## config.mk

```make
export PLATFORM = sky130hd
export DESIGN_NAME = lcd_bias_and_wave_control
export DESIGN_NICKNAME = d
export VERILOG_FILES = /design/src/shared/lcd_bias_pkg.sv /design/src/logic/lcd_bias_and_wave_control.sv
export SDC_FILE = /design/constraint.sdc
export NUM_CORES = 1
export LEC_CHECK = 0
export ABC_AREA = 1
export ABC_CLOCK_PERIOD_IN_PS = 2410
export CELL_PAD_IN_SITES_DETAIL_PLACEMENT = 1
export CELL_PAD_IN_SITES_GLOBAL_PLACEMENT = 1
export CORE_AREA = 2 2 178 180
export CTS_CLUSTER_SIZE = 16
export DETAILED_ROUTE_END_ITERATION = 8
export DIE_AREA = 0 0 180 182
export DONT_BUFFER_PORTS = 1
export PLACE_DENSITY_LB_ADDON = 0.15
export SYNTH_ARGS = -nofsm -noshare
export SYNTH_HDL_FRONTEND = slang
export SYNTH_SLANG_ARGS = --single-unit
```

## constraint.sdc

```tcl
create_clock -name hclk -period 2.41 [get_ports hclk]
set_clock_uncertainty 0.1 [all_clocks]
set_input_delay 0.3615 -clock hclk [delete_from_list [all_inputs] [get_ports hclk]]
set_output_delay 0.3615 -clock hclk [all_outputs]
set_load 0.02 [all_outputs]
```

## src/shared/lcd_bias_pkg.sv

```systemverilog
// constants for the segment lcd bias and waveform control block
// Overview of operation
// - quick charge lasts code plus one periods
// - quick charge counts low-speed source clock periods
// - ratio codes give 8..15/16, 1xxx full
// - control bit 4 reads zero, ignores writes
// - capacitor bias turns charge pump on while display is on
// - quarter duty, four commons, four slots
// - wave type picks type a or b
// - polarity alternates, net pixel dc zero
// - bias kind 0 resistor, 1 capacitor
// - sleep mode always blanks the display
// - lcd clock is source clock over eight
package lcd_bias_pkg;

  // ----------------------------------------------------------------
  // register map (byte addresses)
  // ----------------------------------------------------------------
  localparam logic [7:0] OFS_BIAS_CHARGE = 8'h00;
  localparam logic [7:0] OFS_WAVE_CTRL   = 8'h04;
  localparam logic [7:0] OFS_STATUS      = 8'h08;

  // ----------------------------------------------------------------
  // field positions and reset values
  // ----------------------------------------------------------------
  localparam int QCT_LSB      = 5;
  localparam int QCT_MSB      = 7;
  localparam int RATIO_MSB    = 3;
  localparam int EN_BIT       = 0;
  localparam int KIND_BIT     = 6;
  localparam int TYPE_BIT     = 7;
  localparam logic [7:0] BIAS_CHARGE_RST = 8'h00;
  localparam logic [7:0] BIAS_CHARGE_WMASK = 8'hef;
  localparam logic [7:0] WAVE_CTRL_RST   = 8'h00;
  localparam logic [7:0] WAVE_CTRL_WMASK = 8'hc1;

  // ----------------------------------------------------------------
  // geometry and timing
  // ----------------------------------------------------------------
  localparam int NUM_COM      = 4;
  localparam int NUM_SEG      = 56;
  localparam logic [2:0] LCD_DIV_LAST = 3'h7;
  localparam logic [4:0] RATIO_BASE   = 5'h08;
  localparam logic [4:0] RATIO_FULL   = 5'h10;

  // output level codes for the 1/3 bias ladder
  localparam logic [1:0] LVL_VSS = 2'h0;
  localparam logic [1:0] LVL_VC  = 2'h1;
  localparam logic [1:0] LVL_VB  = 2'h2;
  localparam logic [1:0] LVL_VA  = 2'h3;

endpackage

```

## src/logic/lcd_bias_and_wave_control.sv

```systemverilog
// segment lcd bias and waveform control with an ahb-lite register slave
`timescale 1ns/100ps
module lcd_bias_and_wave_control
(
  input  wire logic                              hclk,
  input  wire logic                              hresetn,
  input  wire logic                              hsel,
  input  wire logic [31:0]                       haddr,
  input  wire logic [1:0]                        htrans,
  input  wire logic                              hwrite,
  input  wire logic [2:0]                        hsize,
  input  wire logic [31:0]                       hwdata,
  input  wire logic                              hready,
  output logic      [31:0]                       hrdata,
  output logic                                   hreadyout,
  output logic                                   hresp,
  input  wire logic                              src_clk_tick,
  input  wire logic                              sleep_mode,
  input  wire logic [lcd_bias_pkg::NUM_SEG*4-1:0] seg_pixels,
  output logic      [lcd_bias_pkg::NUM_COM*2-1:0] com_level,
  output logic      [lcd_bias_pkg::NUM_SEG*2-1:0] seg_level,
  output logic                                   pump_enable,
  output logic                                   quick_charge,
  output logic      [4:0]                        top_ratio_sixteenths
);

  // ----------------------------------------------------------------
  // state declarations
  // ----------------------------------------------------------------
  logic [7:0]  bias_charge_r, bias_charge_nxt;
  logic [7:0]  wave_ctrl_r, wave_ctrl_nxt;
  logic        wr_pend_r, wr_pend_nxt;
  logic [7:0]  wr_addr_r, wr_addr_nxt;
  logic [31:0] hrdata_r, hrdata_nxt;
  logic [2:0]  div_r, div_nxt;
  logic [2:0]  phase_r, phase_nxt;
  logic [2:0]  qc_cnt_r, qc_cnt_nxt;
  logic        qc_r, qc_nxt;
  logic        lcd_tick;
  logic        display_on;
  logic [1:0]  slot;
  logic        pol;
  logic [2:0]  quick_code;
  logic        bias_kind_sel;
  logic        wave_type_b;
  logic        display_enable_bit;

  assign quick_code         = bias_charge_r[lcd_bias_pkg::QCT_MSB:lcd_bias_pkg::QCT_LSB];
  assign bias_kind_sel      = wave_ctrl_r[lcd_bias_pkg::KIND_BIT];
  assign wave_type_b        = wave_ctrl_r[lcd_bias_pkg::TYPE_BIT];
  assign display_enable_bit = wave_ctrl_r[lcd_bias_pkg::EN_BIT];

  // ----------------------------------------------------------------
  // ahb-lite register slave, zero wait states
  // ----------------------------------------------------------------
  function automatic logic [31:0] read_word(input logic [7:0] a);
    logic [31:0] v;
    v = 32'h0000_0000;
    case (a)
      lcd_bias_pkg::OFS_BIAS_CHARGE: v[7:0] = bias_charge_r & lcd_bias_pkg::BIAS_CHARGE_WMASK;
      lcd_bias_pkg::OFS_WAVE_CTRL:   v[7:0] = wave_ctrl_r;
      lcd_bias_pkg::OFS_STATUS:      v[7:0] = {2'h0, qc_r, pump_enable, display_on, phase_r};
      default:                       v = 32'h0000_0000;
    endcase
    return v;
  endfunction

  // decode address phase, write in data phase, read data staged early
  always_comb
  begin
    wr_pend_nxt     = 1'b0;
    wr_addr_nxt     = wr_addr_r;
    hrdata_nxt      = hrdata_r;
    bias_charge_nxt = bias_charge_r;
    wave_ctrl_nxt   = wave_ctrl_r;
    if (wr_pend_r)
    begin
      if (wr_addr_r == lcd_bias_pkg::OFS_BIAS_CHARGE)
        bias_charge_nxt = hwdata[7:0] & lcd_bias_pkg::BIAS_CHARGE_WMASK;
      if (wr_addr_r == lcd_bias_pkg::OFS_WAVE_CTRL)
        wave_ctrl_nxt = hwdata[7:0] & lcd_bias_pkg::WAVE_CTRL_WMASK;
    end
    if (hsel && htrans[1] && hready)
    begin
      wr_pend_nxt = hwrite;
      wr_addr_nxt = haddr[7:0];
      if (!hwrite)
        hrdata_nxt = read_word(haddr[7:0]);
    end
  end

  always_ff @(posedge hclk or negedge hresetn)
  begin
    if (!hresetn)
    begin
      bias_charge_r <= lcd_bias_pkg::BIAS_CHARGE_RST;
      wave_ctrl_r   <= lcd_bias_pkg::WAVE_CTRL_RST;
      wr_pend_r     <= 1'b0;
      wr_addr_r     <= 8'h00;
      hrdata_r      <= 32'h0000_0000;
    end
    else
    begin
      bias_charge_r <= bias_charge_nxt;
      wave_ctrl_r   <= wave_ctrl_nxt;
      wr_pend_r     <= wr_pend_nxt;
      wr_addr_r     <= wr_addr_nxt;
      hrdata_r      <= hrdata_nxt;
    end
  end

  assign hrdata    = hrdata_r;
  assign hreadyout = 1'b1;
  assign hresp     = 1'b0;

  // ----------------------------------------------------------------
  // lcd clock divider, frame phase and quick charge timer
  // ----------------------------------------------------------------
  assign display_on = display_enable_bit && !sleep_mode;
  assign lcd_tick   = src_clk_tick && (div_r == lcd_bias_pkg::LCD_DIV_LAST);

  // phase steps once per lcd clock; quick charge restarts at each step under resistor bias only
  always_comb
  begin
    div_nxt    = div_r;
    phase_nxt  = phase_r;
    qc_nxt     = qc_r;
    qc_cnt_nxt = qc_cnt_r;
    if (src_clk_tick)
      div_nxt = div_r + 3'h1;
    if (!display_on)
    begin
      phase_nxt = 3'h0;
      qc_nxt    = 1'b0;
    end
    else if (lcd_tick)
    begin
      phase_nxt  = phase_r + 3'h1;
      qc_nxt     = !bias_kind_sel; // resistor bias only
      qc_cnt_nxt = quick_code;
    end
    else if (qc_r && src_clk_tick)
    begin
      if (qc_cnt_r == 3'h0)
        qc_nxt = 1'b0;
      else
        qc_cnt_nxt = qc_cnt_r - 3'h1;
    end
  end

  always_ff @(posedge hclk or negedge hresetn)
  begin
    if (!hresetn)
    begin
      div_r    <= 3'h0;
      phase_r  <= 3'h0;
      qc_r     <= 1'b0;
      qc_cnt_r <= 3'h0;
    end
    else
    begin
      div_r    <= div_nxt;
      phase_r  <= phase_nxt;
      qc_r     <= qc_nxt;
      qc_cnt_r <= qc_cnt_nxt;
    end
  end

  // ----------------------------------------------------------------
  // bias selection outputs
  // ----------------------------------------------------------------
  assign quick_charge = qc_r;
  assign pump_enable  = display_on && bias_kind_sel;
  assign top_ratio_sixteenths = bias_charge_r[lcd_bias_pkg::RATIO_MSB] ?
                                lcd_bias_pkg::RATIO_FULL :
                                lcd_bias_pkg::RATIO_BASE + {2'h0, bias_charge_r[2:0]};

  // ----------------------------------------------------------------
  // waveform generation
  // ----------------------------------------------------------------
  // type a flips polarity inside every slot, type b once per frame
  assign slot = wave_type_b ? phase_r[1:0] : phase_r[2:1];
  assign pol  = wave_type_b ? phase_r[2]   : phase_r[0];

  logic [lcd_bias_pkg::NUM_COM*2-1:0] com_nxt, com_r;
  logic [lcd_bias_pkg::NUM_SEG*2-1:0] seg_nxt, seg_r;

  genvar gi;
  generate
    for (gi = 0; gi < lcd_bias_pkg::NUM_COM; gi++)
    begin : g_com
      // selected common swings to the outer levels, the others stay inside
      assign com_nxt[gi*2 +: 2] =
        !display_on      ? lcd_bias_pkg::LVL_VSS :
        (slot == 2'(gi)) ? (pol ? lcd_bias_pkg::LVL_VSS : lcd_bias_pkg::LVL_VA) :
        (pol ? lcd_bias_pkg::LVL_VB : lcd_bias_pkg::LVL_VC);
    end
    for (gi = 0; gi < lcd_bias_pkg::NUM_SEG; gi++)
    begin : g_seg
      // lit pixels take the outer level opposite to their common
      assign seg_nxt[gi*2 +: 2] =
        !display_on            ? lcd_bias_pkg::LVL_VSS :
        seg_pixels[gi*4+slot] ? (pol ? lcd_bias_pkg::LVL_VA : lcd_bias_pkg::LVL_VSS) :
        (pol ? lcd_bias_pkg::LVL_VC : lcd_bias_pkg::LVL_VB);
    end
  endgenerate

  always_ff @(posedge hclk or negedge hresetn)
  begin
    if (!hresetn)
    begin
      com_r <= '0;
      seg_r <= '0;
    end
    else
    begin
      com_r <= com_nxt;
      seg_r <= seg_nxt;
    end
  end

  assign com_level = com_r;
  assign seg_level = seg_r;

  // ----------------------------------------------------------------
  // assertions
  // ----------------------------------------------------------------
  property p_bit4_zero;
    @(posedge hclk) disable iff (!hresetn)
    (hsel && htrans[1] && hready && !hwrite && haddr[7:0] == lcd_bias_pkg::OFS_BIAS_CHARGE)
      |=> hrdata_r[4] == 1'b0;
  endproperty
  a_bit4_zero: assert property (p_bit4_zero) else $error("control bit 4 read nonzero");

  property p_pump;
    @(posedge hclk) disable iff (!hresetn)
    pump_enable == (bias_kind_sel && !sleep_mode && display_enable_bit);
  endproperty
  a_pump: assert property (p_pump) else $error("pump enable wrong");

  property p_kind;
    @(posedge hclk) disable iff (!hresetn)
    $rose(qc_r) |-> !$past(bias_kind_sel);
  endproperty
  a_kind: assert property (p_kind) else $error("quick charge under capacitor bias");

  property p_sleep;
    @(posedge hclk) disable iff (!hresetn)
    sleep_mode |=> com_r == '0 && phase_r == 3'h0;
  endproperty
  a_sleep: assert property (p_sleep) else $error("display active in sleep");

  property p_ratio;
    @(posedge hclk) disable iff (!hresetn)
    bias_charge_r[3] |-> top_ratio_sixteenths == 5'h10;
  endproperty
  a_ratio: assert property (p_ratio) else $error("ratio top bit not full");

  property p_div;
    @(posedge hclk) disable iff (!hresetn)
    (display_on && src_clk_tick) |=>
      phase_r == (($past(div_r) == lcd_bias_pkg::LCD_DIV_LAST) ? $past(phase_r) + 3'h1
                                                                : $past(phase_r));
  endproperty
  a_div: assert property (p_div) else $error("phase not stepped on eighth tick");

  property p_qc_len;
    @(posedge hclk) disable iff (!hresetn)
    (qc_r && src_clk_tick && !lcd_tick && qc_cnt_r == 3'h0 && display_on) |=> !qc_r;
  endproperty
  a_qc_len: assert property (p_qc_len) else $error("quick charge overran");

  property p_qc_src;
    @(posedge hclk) disable iff (!hresetn)
    (qc_r && !src_clk_tick && !lcd_tick && display_on) |=> $stable(qc_cnt_r) && qc_r;
  endproperty
  a_qc_src: assert property (p_qc_src) else $error("quick charge counted hclk");

  property p_one_com;
    @(posedge hclk) disable iff (!hresetn)
    (display_on && !pol) |=> $onehot({com_r[7:6] == lcd_bias_pkg::LVL_VA,
                                      com_r[5:4] == lcd_bias_pkg::LVL_VA,
                                      com_r[3:2] == lcd_bias_pkg::LVL_VA,
                                      com_r[1:0] == lcd_bias_pkg::LVL_VA});
  endproperty
  a_one_com: assert property (p_one_com) else $error("not one common selected");

endmodule

```

==> results.md, run 1 <==
- Initial core utilization: 0.243
- Postcts setup bufs: 0
- DR vias/cell: 4.67
- Root Buffer: clkbuf_16
- Cell Area, Synth: 7510 sq um
- Die ar.: 32800 sq um
- Setup TNS: 0 ns
- Crit path arrival time: 1.65 ns
- EDFF count, synth: 0
- Worst path max stage delay: 0.51 ns
- Initial antenna violation count: 0
- WL/cell: 18.5 um
- Net Sw Frac: 0.422
- Yosys top cell by area: dfrtp_1
- Outcome: finished with violations
- Grt ovf: 0
- Most common cell in the synthesized netlist: nand2_1
- Max H-tree Level: 3
- Initial drt markers: 270
- Drt pass-1 iters: 4
- Combinational Power Share: 0.305
- Unique masters post-synth: 27
- Failing checks: negative hold slack
- Clk pin slew, worst setup/hold paths: 0.09 ns
- Clk pwr share: 0.268
- Required @ worst endpoint: 1.95 ns
- Utilization after layout: 0.251
- Sequence of cells on the critical path: buf_12, buf_16
- R2r startpoint: wave_ctrl_r[7]
- Port buffer count: 0
- Dpl hpwl: 19600 um
- Sequential area share after synthesis: 0.330
- DRC Markers: 0
- Setup CP Type: flip-flop to output pin
- CP endpoint kind: output pin
- Vias: 6995
- RSZ-0062 raised after global routing: no
- Top cell family by delay on the critical path: buffers and inverters
- Seq cells post-synth: 99
- Sequential power share: 0.427
- Max-slew violations: 0
- Mapped Avg Cell Area: 6.34 sq um
- Critical path depth in cells: 2
- # Max-Cap Violations: 0
- Worst min path class: input pin to asynchronous set/reset pin
- Global-route wire length before repair: 43200 um
- # resized after CTS: 0
- Total CTS buffers: 9
- R2r setup slk: 0.46 ns
- Die W: 180 um
- Final Setup Violations: 0
- Final ANT Viol Nets: 0
- Area Overhead vs Synth: 3.56%
- Power per cell area: 754 nW/um^2
- Vert. Die Dim: 182 um
- I/O pin count: 461
- Hold Slack: -0.424 ns
- Top post-synthesis cells by area: dfrtp_1 33%, nand2_1 27%, nand3_1 17%
- Finished Layout Cells: 1499
- Site row count: 65
- Largest fanout on the critical path: 27
- VDD IR max: 343 uV
- Top-area cell type share of the netlist area: 0.330
- Slew @ Worst Pin: 0.734 ns
- Gate Count Post-Synth: 1185
- CTS Buffer Depth: 2
- Skew-Pair Late Insertion Delay: 0.36 ns
- FF-to-FF path depth: 9
- # fillers: 3899
- Ys async rst share: 1.00
- Placed Cells: 1481
- Largest net degree at the start of global routing: 100
- R2R Path End: seg_level[81]
- Hold-fix buffers, CTS: 2
- # diodes: 0
- Pre-CTS WS: 0.406 ns
- Max-slew headroom: 0.511
- Placeable Area: 31000 sq um
- All-layer global routing usage: 0.169
- Gp weighted congestion: 0.783
- CP startpoint kind: flip-flop
- Fin. Hold Viols: 99
- Leakage: 0.00448 uW
- Sw power: 2470 uW
- Clock tree from TritonCTS: yes
- Top post-synthesis cells by count: 534 x nand2_1, 248 x nand3_1, 100 x buf_4
- Vias in the first global route: 7427
- Synth warn: 0
- Minimum clock period: 2.11 ns
- Final worst-path cycle share: 0.874
- Most used flip-flop cell after synthesis: dfrtp_1
- WP buf/inv: 2
- Routed WL: 27700 um
- Maximum clock frequency: 475 MHz
- Clk sinks: 99
- Ratio of cells with drive above 1 in the final layout: 0.0593
- Worst setup margin: 0.303 ns
- Nets: 1397
- Max stage delay cell, worst path: buf_16
- Int Pwr: 3390 uW
## worst max path at each step
stage,startpoint,endpoint,slack [ns]
floorplan,seg_level[92],seg_level[100],0.41
global placement,wave_ctrl_r[7],seg_level[37],0.44
detailed placement,wave_ctrl_r[7],seg_level[81],0.41
CTS,seg_level[92],seg_level[0],0.27
global route,seg_level[92],seg_level[0],0.22
finish,seg_level[92],seg_level[0],0.30
## routing by layer
| layer | share of wire | vias up | wire length [um] | track usage |
|---|---|---|---|---|
| li1 | - | 3408 | - | - |
| met1 | 0.43 | 3333 | 11800 | 0.207 |
| met2 | 0.50 | 228 | 13700 | 0.296 |
| met3 | 0.060 | 26 | 1670 | 0.0383 |
| met4 | 0.016 | 0 | 446 | 0.0465 |
| met5 | 0 | - | 0 | 0 |
## worst register-to-register path, cell delays in order (launching register included)
cell and delay [ns]:
dfrtp_1 0.50, nand2_1 0.16, o21ai_4 0.08, inv_2 0.21, buf_4 0.39, nand2_1 0.15
nand2_1 0.09, nand2_1 0.06, nand2_1 0.08, inv_1 0.04
## area by class of cell
cell class              count  area, sq um  area share
clock buffers              10          239      0.0307
clock inverters             6         66.3     0.00852
well taps                 402          503      0.0646
multi-input cells         872         3790       0.487
flip-flops and latches     99         2480       0.319
inverters                  84          315      0.0405
repair buffers             26          390      0.0502
## flip-flops by register name, summed over array words and instances, names as in the netlist
name,cells
wr_pend_r,1
com_level,5
quick_charge,1
seg_level,57
hrdata,8
phase_r,3
wave_ctrl_r,3
div_r,3
qc_cnt_r,3
wr_addr_r,8
bias_charge_r,7
## cell usage in the layout, fill, tap and decap left out, types with 3 or more instances in the layout
cell         n
buf_12      12
buf_4       10
clkbuf_16    9
conb_1      26
dfrtp_1     98
ha_1         5
inv_1       77
inv_2        5
inv_8        3
mux2_2       8
nand2_1    531
nand2_2      4
nand3_1    248
nor2_1      20
o21ai_0     15
## power by group through the flow
stage,sequential [uW],combinational (uW),clock [uW]
floorplan,2420,1460,0
global placement,2560,1780,0
detailed placement,2550,1820,0
CTS,2520,1830,1670
global route,2550,2100,1740
finish,2510,1790,1570
## metrics by stage
stage               instance area [sq um]  power [uW]
finish                               7780        5860
global route                         7780        6390
CTS                                  7780        6030
detailed placement                   7460        4370
global placement                     7460        4340
floorplan                            7600        3870
## cell families after synthesis
family / count (synthesis) / share of synthesized area
AO/OA/AOI/OAI: 22 / 0.0165
buffers and inverters: 238 / 0.182
AND/OR/NAND/NOR: 810 / 0.450
adder cells (fa/ha/maj): 5 / 0.00833
other: 2 / 0.000999
flip-flops: 99 / 0.330
multiplexers: 8 / 0.0120
XOR/XNOR: 1 / 0.00117
Power figures use the tool's default switching activity.
==> run 2: changes to the inputs <==
CELL_PAD_IN_SITES_DETAIL_PLACEMENT = not set   (was 1)
CELL_PAD_IN_SITES_GLOBAL_PLACEMENT = not set   (was 1)
==> run 2 against run 1 <==
The run still ends with negative hold slack left. Die area stayed put. Core utilization is 0.077 points higher. Clock power is 10% higher. Total power is 1.7% higher. Wire length is 8.8% lower. Via count is 3.3% lower. Cell area is 0.31% higher. Clock-buffer cell count is 1 lower. Flip-flop and latch count stayed put. Maximum frequency is 3.2% higher. Final cell count hardly changed. Highest routed layer unchanged.
==> results.md, run 2 (same netlist as run 1, synthesis figures left out) <==
- Outcome: finished with violations
- Failing checks: negative hold slack
- Power per cell area: 764 nW/um^2
- VDD IR max: 312 uV
- Minimum clock period: 2.04 ns
- Max-slew headroom: 0.511
- Max stage delay cell, worst path: dfrtp_1
- Number of flip-flops in the largest register: 57
- Sequence of cells on the critical path: o21ai_4, buf_4, nand2_1, nand2_1, nand2_1, nand2_1, inv_1
- Crit path arrival time: 2.20 ns
- All-layer global routing usage: 0.152
- Die W: 180 um
- WL/cell: 16.8 um
- # Max-Cap Violations: 0
- Area Overhead vs Synth: 3.88%
- Port buffer count: 0
- I/O pin count: 461
- Vias in the first global route: 6435
- DRC Markers: 0
- Largest net degree at the start of global routing: 100
- Final worst-path cycle share: 0.847
- Slew @ Worst Pin: 0.734 ns
- Initial core utilization: 0.243
- Skew-Pair Late Insertion Delay: 0.36 ns
- Pre-CTS WS: 0.305 ns
- Setup TNS: 0 ns
- Max H-tree Level: 3
- Fin. Hold Viols: 99
- RSZ-0062 raised after global routing: no
- Site row count: 65
- Global-route wire length before repair: 38300 um
- Required @ worst endpoint: 2.57 ns
- Routed WL: 25200 um
- WP buf/inv: 2
- Vias: 6767
- Top cell family by delay on the critical path: flip-flops
- Vert. Die Dim: 182 um
- Final Setup Violations: 0
- Most frequent cells in the layout: 531 x nand2_1, 248 x nand3_1, 98 x dfrtp_1, 77 x inv_1, 26 x conb_1
- CP startpoint kind: flip-flop
- Worst path max stage delay: 0.55 ns
- Final ANT Viol Nets: 0
- Initial antenna violation count: 1
- Most common cell after layout, fill and taps aside: nand2_1
- Hold-fix buffers, CTS: 2
- Dpl hpwl: 18100 um
- Maximum clock frequency: 490 MHz
- Worst min path class: input pin to asynchronous set/reset pin
- Leakage: 0.00450 uW
- Grt ovf: 0
- Root Buffer: clkbuf_16
- CTS Buffer Depth: 2
- Max-slew violations: 0
- Drt pass-1 iters: 5
- Total CTS buffers: 9
- DR vias/cell: 4.52
- Clk sinks: 99
- Clock tree from TritonCTS: yes
- Setup CP Type: flip-flop to flip-flop
- Ratio of cells with drive above 1 in the final layout: 0.0575
- Nets: 1395
- Worst setup margin: 0.369 ns
- CP dominant cell by count: nand2_1
- Gp weighted congestion: 0.741
- Initial drt markers: 308
- Clk pin slew, worst setup/hold paths: 0.08 ns
- Die ar.: 32800 sq um
- Placeable Area: 31000 sq um
- CP endpoint kind: flip-flop
- Hold Slack: -0.421 ns
- Largest fanout on the critical path: 23
==> run 2: cell type report <==
| type | instances | area [sq um] |
|---|---|---|
| Antenna cell | 1 | 2.50 |
| Clock buffer | 9 | 225 |
| Clock inverter | 7 | 116 |
| Fill cell | 3493 | 23200 |
| Inverter | 84 | 315 |
| Multi-Input combinational cell | 872 | 3790 |
| Sequential cell | 99 | 2480 |
| Tap cell | 402 | 503 |
| Timing Repair Buffer | 24 | 375 |
==> run 2: worst paths after layout <==
path	end	depth (start not counted)	slack (ns)	from
worst min-delay path	seg_level[17]	0	-0.42	hresetn
max in group asynchronous	seg_level[92]	0	2.46	hresetn
worst min register to register	div_r[0]	1	0.37	div_r[0]
worst max-delay path	seg_level[71]	7	0.37	wave_ctrl_r[7]
min in group hclk	bias_charge_r[2]	2	0.03	hwdata[2]
worst max register to register	seg_level[71]	7	0.37	wave_ctrl_r[7]
==> run 2: timing repair <==
action                    4_1_cts  5_1_grt
setup buffers                   0        0
resized for setup               0        0
hold endpoints to repair      101       99
==> run 2: per-layer routing <==
metal / wire [um] / vias to the layer above / track usage / part of all wire
li1: - / 3401 / - / -
met1: 10500 / 3093 / 0.182 / 0.42
met2: 13000 / 256 / 0.274 / 0.51
met3: 1430 / 17 / 0.0325 / 0.057
met4: 294 / 0 / 0.0397 / 0.012
met5: 0 / - / 0 / 0
==> run 2: per-stage QoR <==
step,std cells,instance area (sq um),util,total power (uW),hold WS [ns]
4_1_cts,1497,7800,0.252,6110,-0.443
6_report,1498,7810,0.252,5970,-0.421
5_1_grt,1497,7800,0.252,6470,-0.451
2_1_floorplan,1209,7600,-,3870,-0.0341
3_3_place_gp,1479,7440,0.240,4300,-0.0316
3_5_place_dp,1479,7440,0.240,4310,-0.0316
==> run 2: where the power goes <==
part           internal, uW  switching, uW  total, uW
clock network           944            781       1730
registers              1980            509       2490
logic                   646           1100       1750
==> run 3: changes to the inputs <==
ABC_AREA = 0   (was 1)
ABC_CLOCK_PERIOD_IN_PS = 1920   (was 2410)
CORE_AREA = 2 2 180 182   (was 2 2 178 180)
DIE_AREA = 0 0 182 184   (was 0 0 180 182)
clock period = 1.92 ns   (was 2.41 ns; I/O delays follow)
==> run 3 against run 2 <==
The flow finishes with violations (negative hold slack, negative setup slack). Critical path depth unchanged. Sequential power hardly changed. Via count fell by 30%. Critical path type unchanged.
==> results.md, run 3 <==
- Setup CP Type: flip-flop to flip-flop
- Site row count: 65
- Int Pwr: 4080 uW
- Mapped Avg Cell Area: 10.4 sq um
- Root Buffer: clkbuf_16
- Worst min path class: input pin to asynchronous set/reset pin
- Clk pin slew, worst setup/hold paths: 0.08 ns
- Gate Count Post-Synth: 657
- All-layer global routing usage: 0.118
- Placed Cells: 981
- Area Overhead vs Synth: 30.7%
- Most common cell in the synthesized netlist: mux2i_1
- Grt ovf: 0
- VDD IR max: 616 uV
- Skew-Pair Late Insertion Delay: 0.37 ns
- Yosys top cell by area: dfrtp_1
- # Max-Cap Violations: 0
- Max-slew headroom: 0.619
- Most used flip-flop cell after synthesis: dfrtp_1
- Total CTS buffers: 9
- Slew @ Worst Pin: 0.571 ns
- Post-Synth Adder-Cell Area: 0.00914
- Largest family of logic cells by synthesized area: multiplexers
- Sequential area share after synthesis: 0.362
- Setup TNS: -0.420 ns
- Failing checks: negative hold slack, negative setup slack
- Vert. Die Dim: 184 um
- Leakage: 0.00443 uW
- Placeable Area: 31400 sq um
- Sequence of cells on the critical path: mux2i_4, buf_12, buf_6, buf_12, mux2i_4, mux2i_2, nand2_1
- WP buf/inv: 3
- Pre-CTS WS: -0.265 ns
- Final ANT Viol Nets: 0
- CP startpoint kind: flip-flop
- Clk pwr share: 0.367
- Outcome: finished with violations
- Clock tree from TritonCTS: yes
- Hold Slack: -0.490 ns
- Ratio of cells with drive above 1 in the final layout: 0.300
- Most frequent cells in the layout: 160 x mux2i_1, 98 x dfrtp_1, 73 x nand2_1, 37 x mux2i_4, 34 x mux2i_2
- CTS Buffer Depth: 2
- RSZ-0062 raised after global routing: yes
- Top cell family by delay on the critical path: multiplexers
- Drt pass-1 iters: 6
- Synth warn: 0
- Top post-synthesis cells by area: dfrtp_1 36%, mux2i_1 34%, buf_4 10%
- Sequential power share: 0.425
- Max stage delay cell, worst path: dfrtp_1
- Cell Area, Synth: 6840 sq um
- Largest fanout on the critical path: 10
- Hold-fix buffers, CTS: 18
- Crit path arrival time: 2.13 ns
- Max-slew violations: 0
- Combinational Power Share: 0.208
- DRC Markers: 0
- Dpl hpwl: 14500 um
- Sw power: 1720 uW
- Unique masters post-synth: 39
- Gp weighted congestion: 0.743
- Post-synthesis simple-gate area fraction: 0.0786
- Port buffer count: 0
- Initial drt markers: 182
- R2r startpoint: wave_ctrl_r[7]
- Clk sinks: 99
- Worst setup margin: -0.0475 ns
- R2r setup slk: -0.05 ns
- XOR/XNOR share of the synthesized area: 0.00384
- Initial core utilization: 0.218
- Ys async rst share: 1.00
- DR vias/cell: 4.44
- Top post-synthesis cells by count: 230 x mux2i_1, 99 x dfrtp_1, 95 x buf_4
- CP endpoint kind: flip-flop
- Vias in the first global route: 4731
- Required @ worst endpoint: 2.08 ns
- Critical path depth in cells: 7
- Final worst-path cycle share: 1.02
- Minimum clock period: 1.97 ns
- Finished Layout Cells: 1062
- Final Setup Violations: 28
- Routed WL: 24500 um
- WL/cell: 23.1 um
- Seq cells post-synth: 99
- Utilization after layout: 0.285
- Maximum clock frequency: 508 MHz
- Most common cell after layout, fill and taps aside: mux2i_1
- Fin. Hold Viols: 99
- I/O pin count: 461
- Largest net degree at the start of global routing: 100
- Multiplexer area fraction after synthesis: 0.374
- Die W: 182 um
- Top-area cell type share of the netlist area: 0.362
- Vias: 4711
- FF-to-FF path depth: 7
- Power per cell area: 648 nW/um^2
- Die ar.: 33500 sq um
- Compound-cell area share of the yosys netlist: 0.0322
- Number of flip-flops in the largest register: 57
- Nets: 959
- Global-route wire length before repair: 29300 um
- # fillers: 3221
- EDFF count, synth: 0
- Worst path max stage delay: 0.41 ns
- Net Sw Frac: 0.296
- Max H-tree Level: 3
- R2R Path End: seg_level[17]
- Initial antenna violation count: 1
[run 3: final cells by class]
cell class	count	area (sq um)	area share
Inverter	7	26.3	0.00294
Sequential cell	99	2480	0.277
Tap cell	402	503	0.0562
Clock buffer	9	225	0.0252
Multi-Input combinational cell	441	4140	0.463
Clock inverter	7	108	0.0120
Antenna cell	1	2.50	0.000280
Timing Repair Buffer	96	1460	0.163
[run 3: logic make-up (layout without fill, tap and decap cells)]
| group | Yosys count | after routing |
|---|---|---|
| AND/OR/NAND/NOR | 120 | 120 |
| buffers and inverters | 141 | 119 |
| adder cells (fa/ha/maj) | 5 | 5 |
| flip-flops | 99 | 99 |
| other | 2 | 27 |
| multiplexers | 252 | 252 |
| XOR/XNOR | 3 | 3 |
| AO/OA/AOI/OAI | 35 | 35 |
[run 3: routing by layer]
| layer | track usage | wire length (um) | up-vias |
|---|---|---|---|
| met5 | 0 | 0 | - |
| met3 | 0.0333 | 1340 | 27 |
| met1 | 0.140 | 10200 | 2306 |
| li1 | - | - | 2165 |
| met2 | 0.202 | 12500 | 213 |
| met4 | 0.0494 | 539 | 0 |
[run 3: stage by stage]
| step | power (uW) | cell area [sq um] |
|---|---|---|
| CTS | 5770 | 8180 |
| detailed placement | 3400 | 6930 |
| finish | 5800 | 8940 |
| global placement | 3370 | 6930 |
| global route | 6110 | 8940 |
| floorplan | 3260 | 6930 |
[run 3: worst max-delay path by stage]
stage	start	end	slack, ns
floorplan	wave_ctrl_r[7]	seg_level[101]	0.17
global placement	wave_ctrl_r[7]	seg_level[21]	-0.29
detailed placement	wave_ctrl_r[7]	seg_level[21]	-0.26
CTS	wave_ctrl_r[7]	seg_level[21]	-0.05
global route	wave_ctrl_r[7]	seg_level[99]	-0.16
finish	wave_ctrl_r[7]	seg_level[17]	-0.05
[run 3: timing repair]
action,CTS,global route
cloned,6,22
pin swaps,7,14
hold endpoints to repair,124,99
setup buffers,10,10
setup endpoints to repair,54,58
resized for setup,94,52
[run 3: power groups by stage]
stage | registers, uW | clock network (uW) | logic [uW]
floorplan | 2470 | 0 | 790
detailed placement | 2510 | 0 | 894
global placement | 2500 | 0 | 867
global route | 2490 | 2310 | 1310
finish | 2460 | 2130 | 1210
CTS | 2470 | 2220 | 1080
[run 3: worst register-to-register path, cell delays in order, from the launching register on]
cell and delay (ns):
dfrtp_1 0.41, mux2i_4 0.27, buf_12 0.15, buf_6 0.15, buf_12 0.16, mux2i_4 0.26, mux2i_2 0.28, nand2_1 0.07
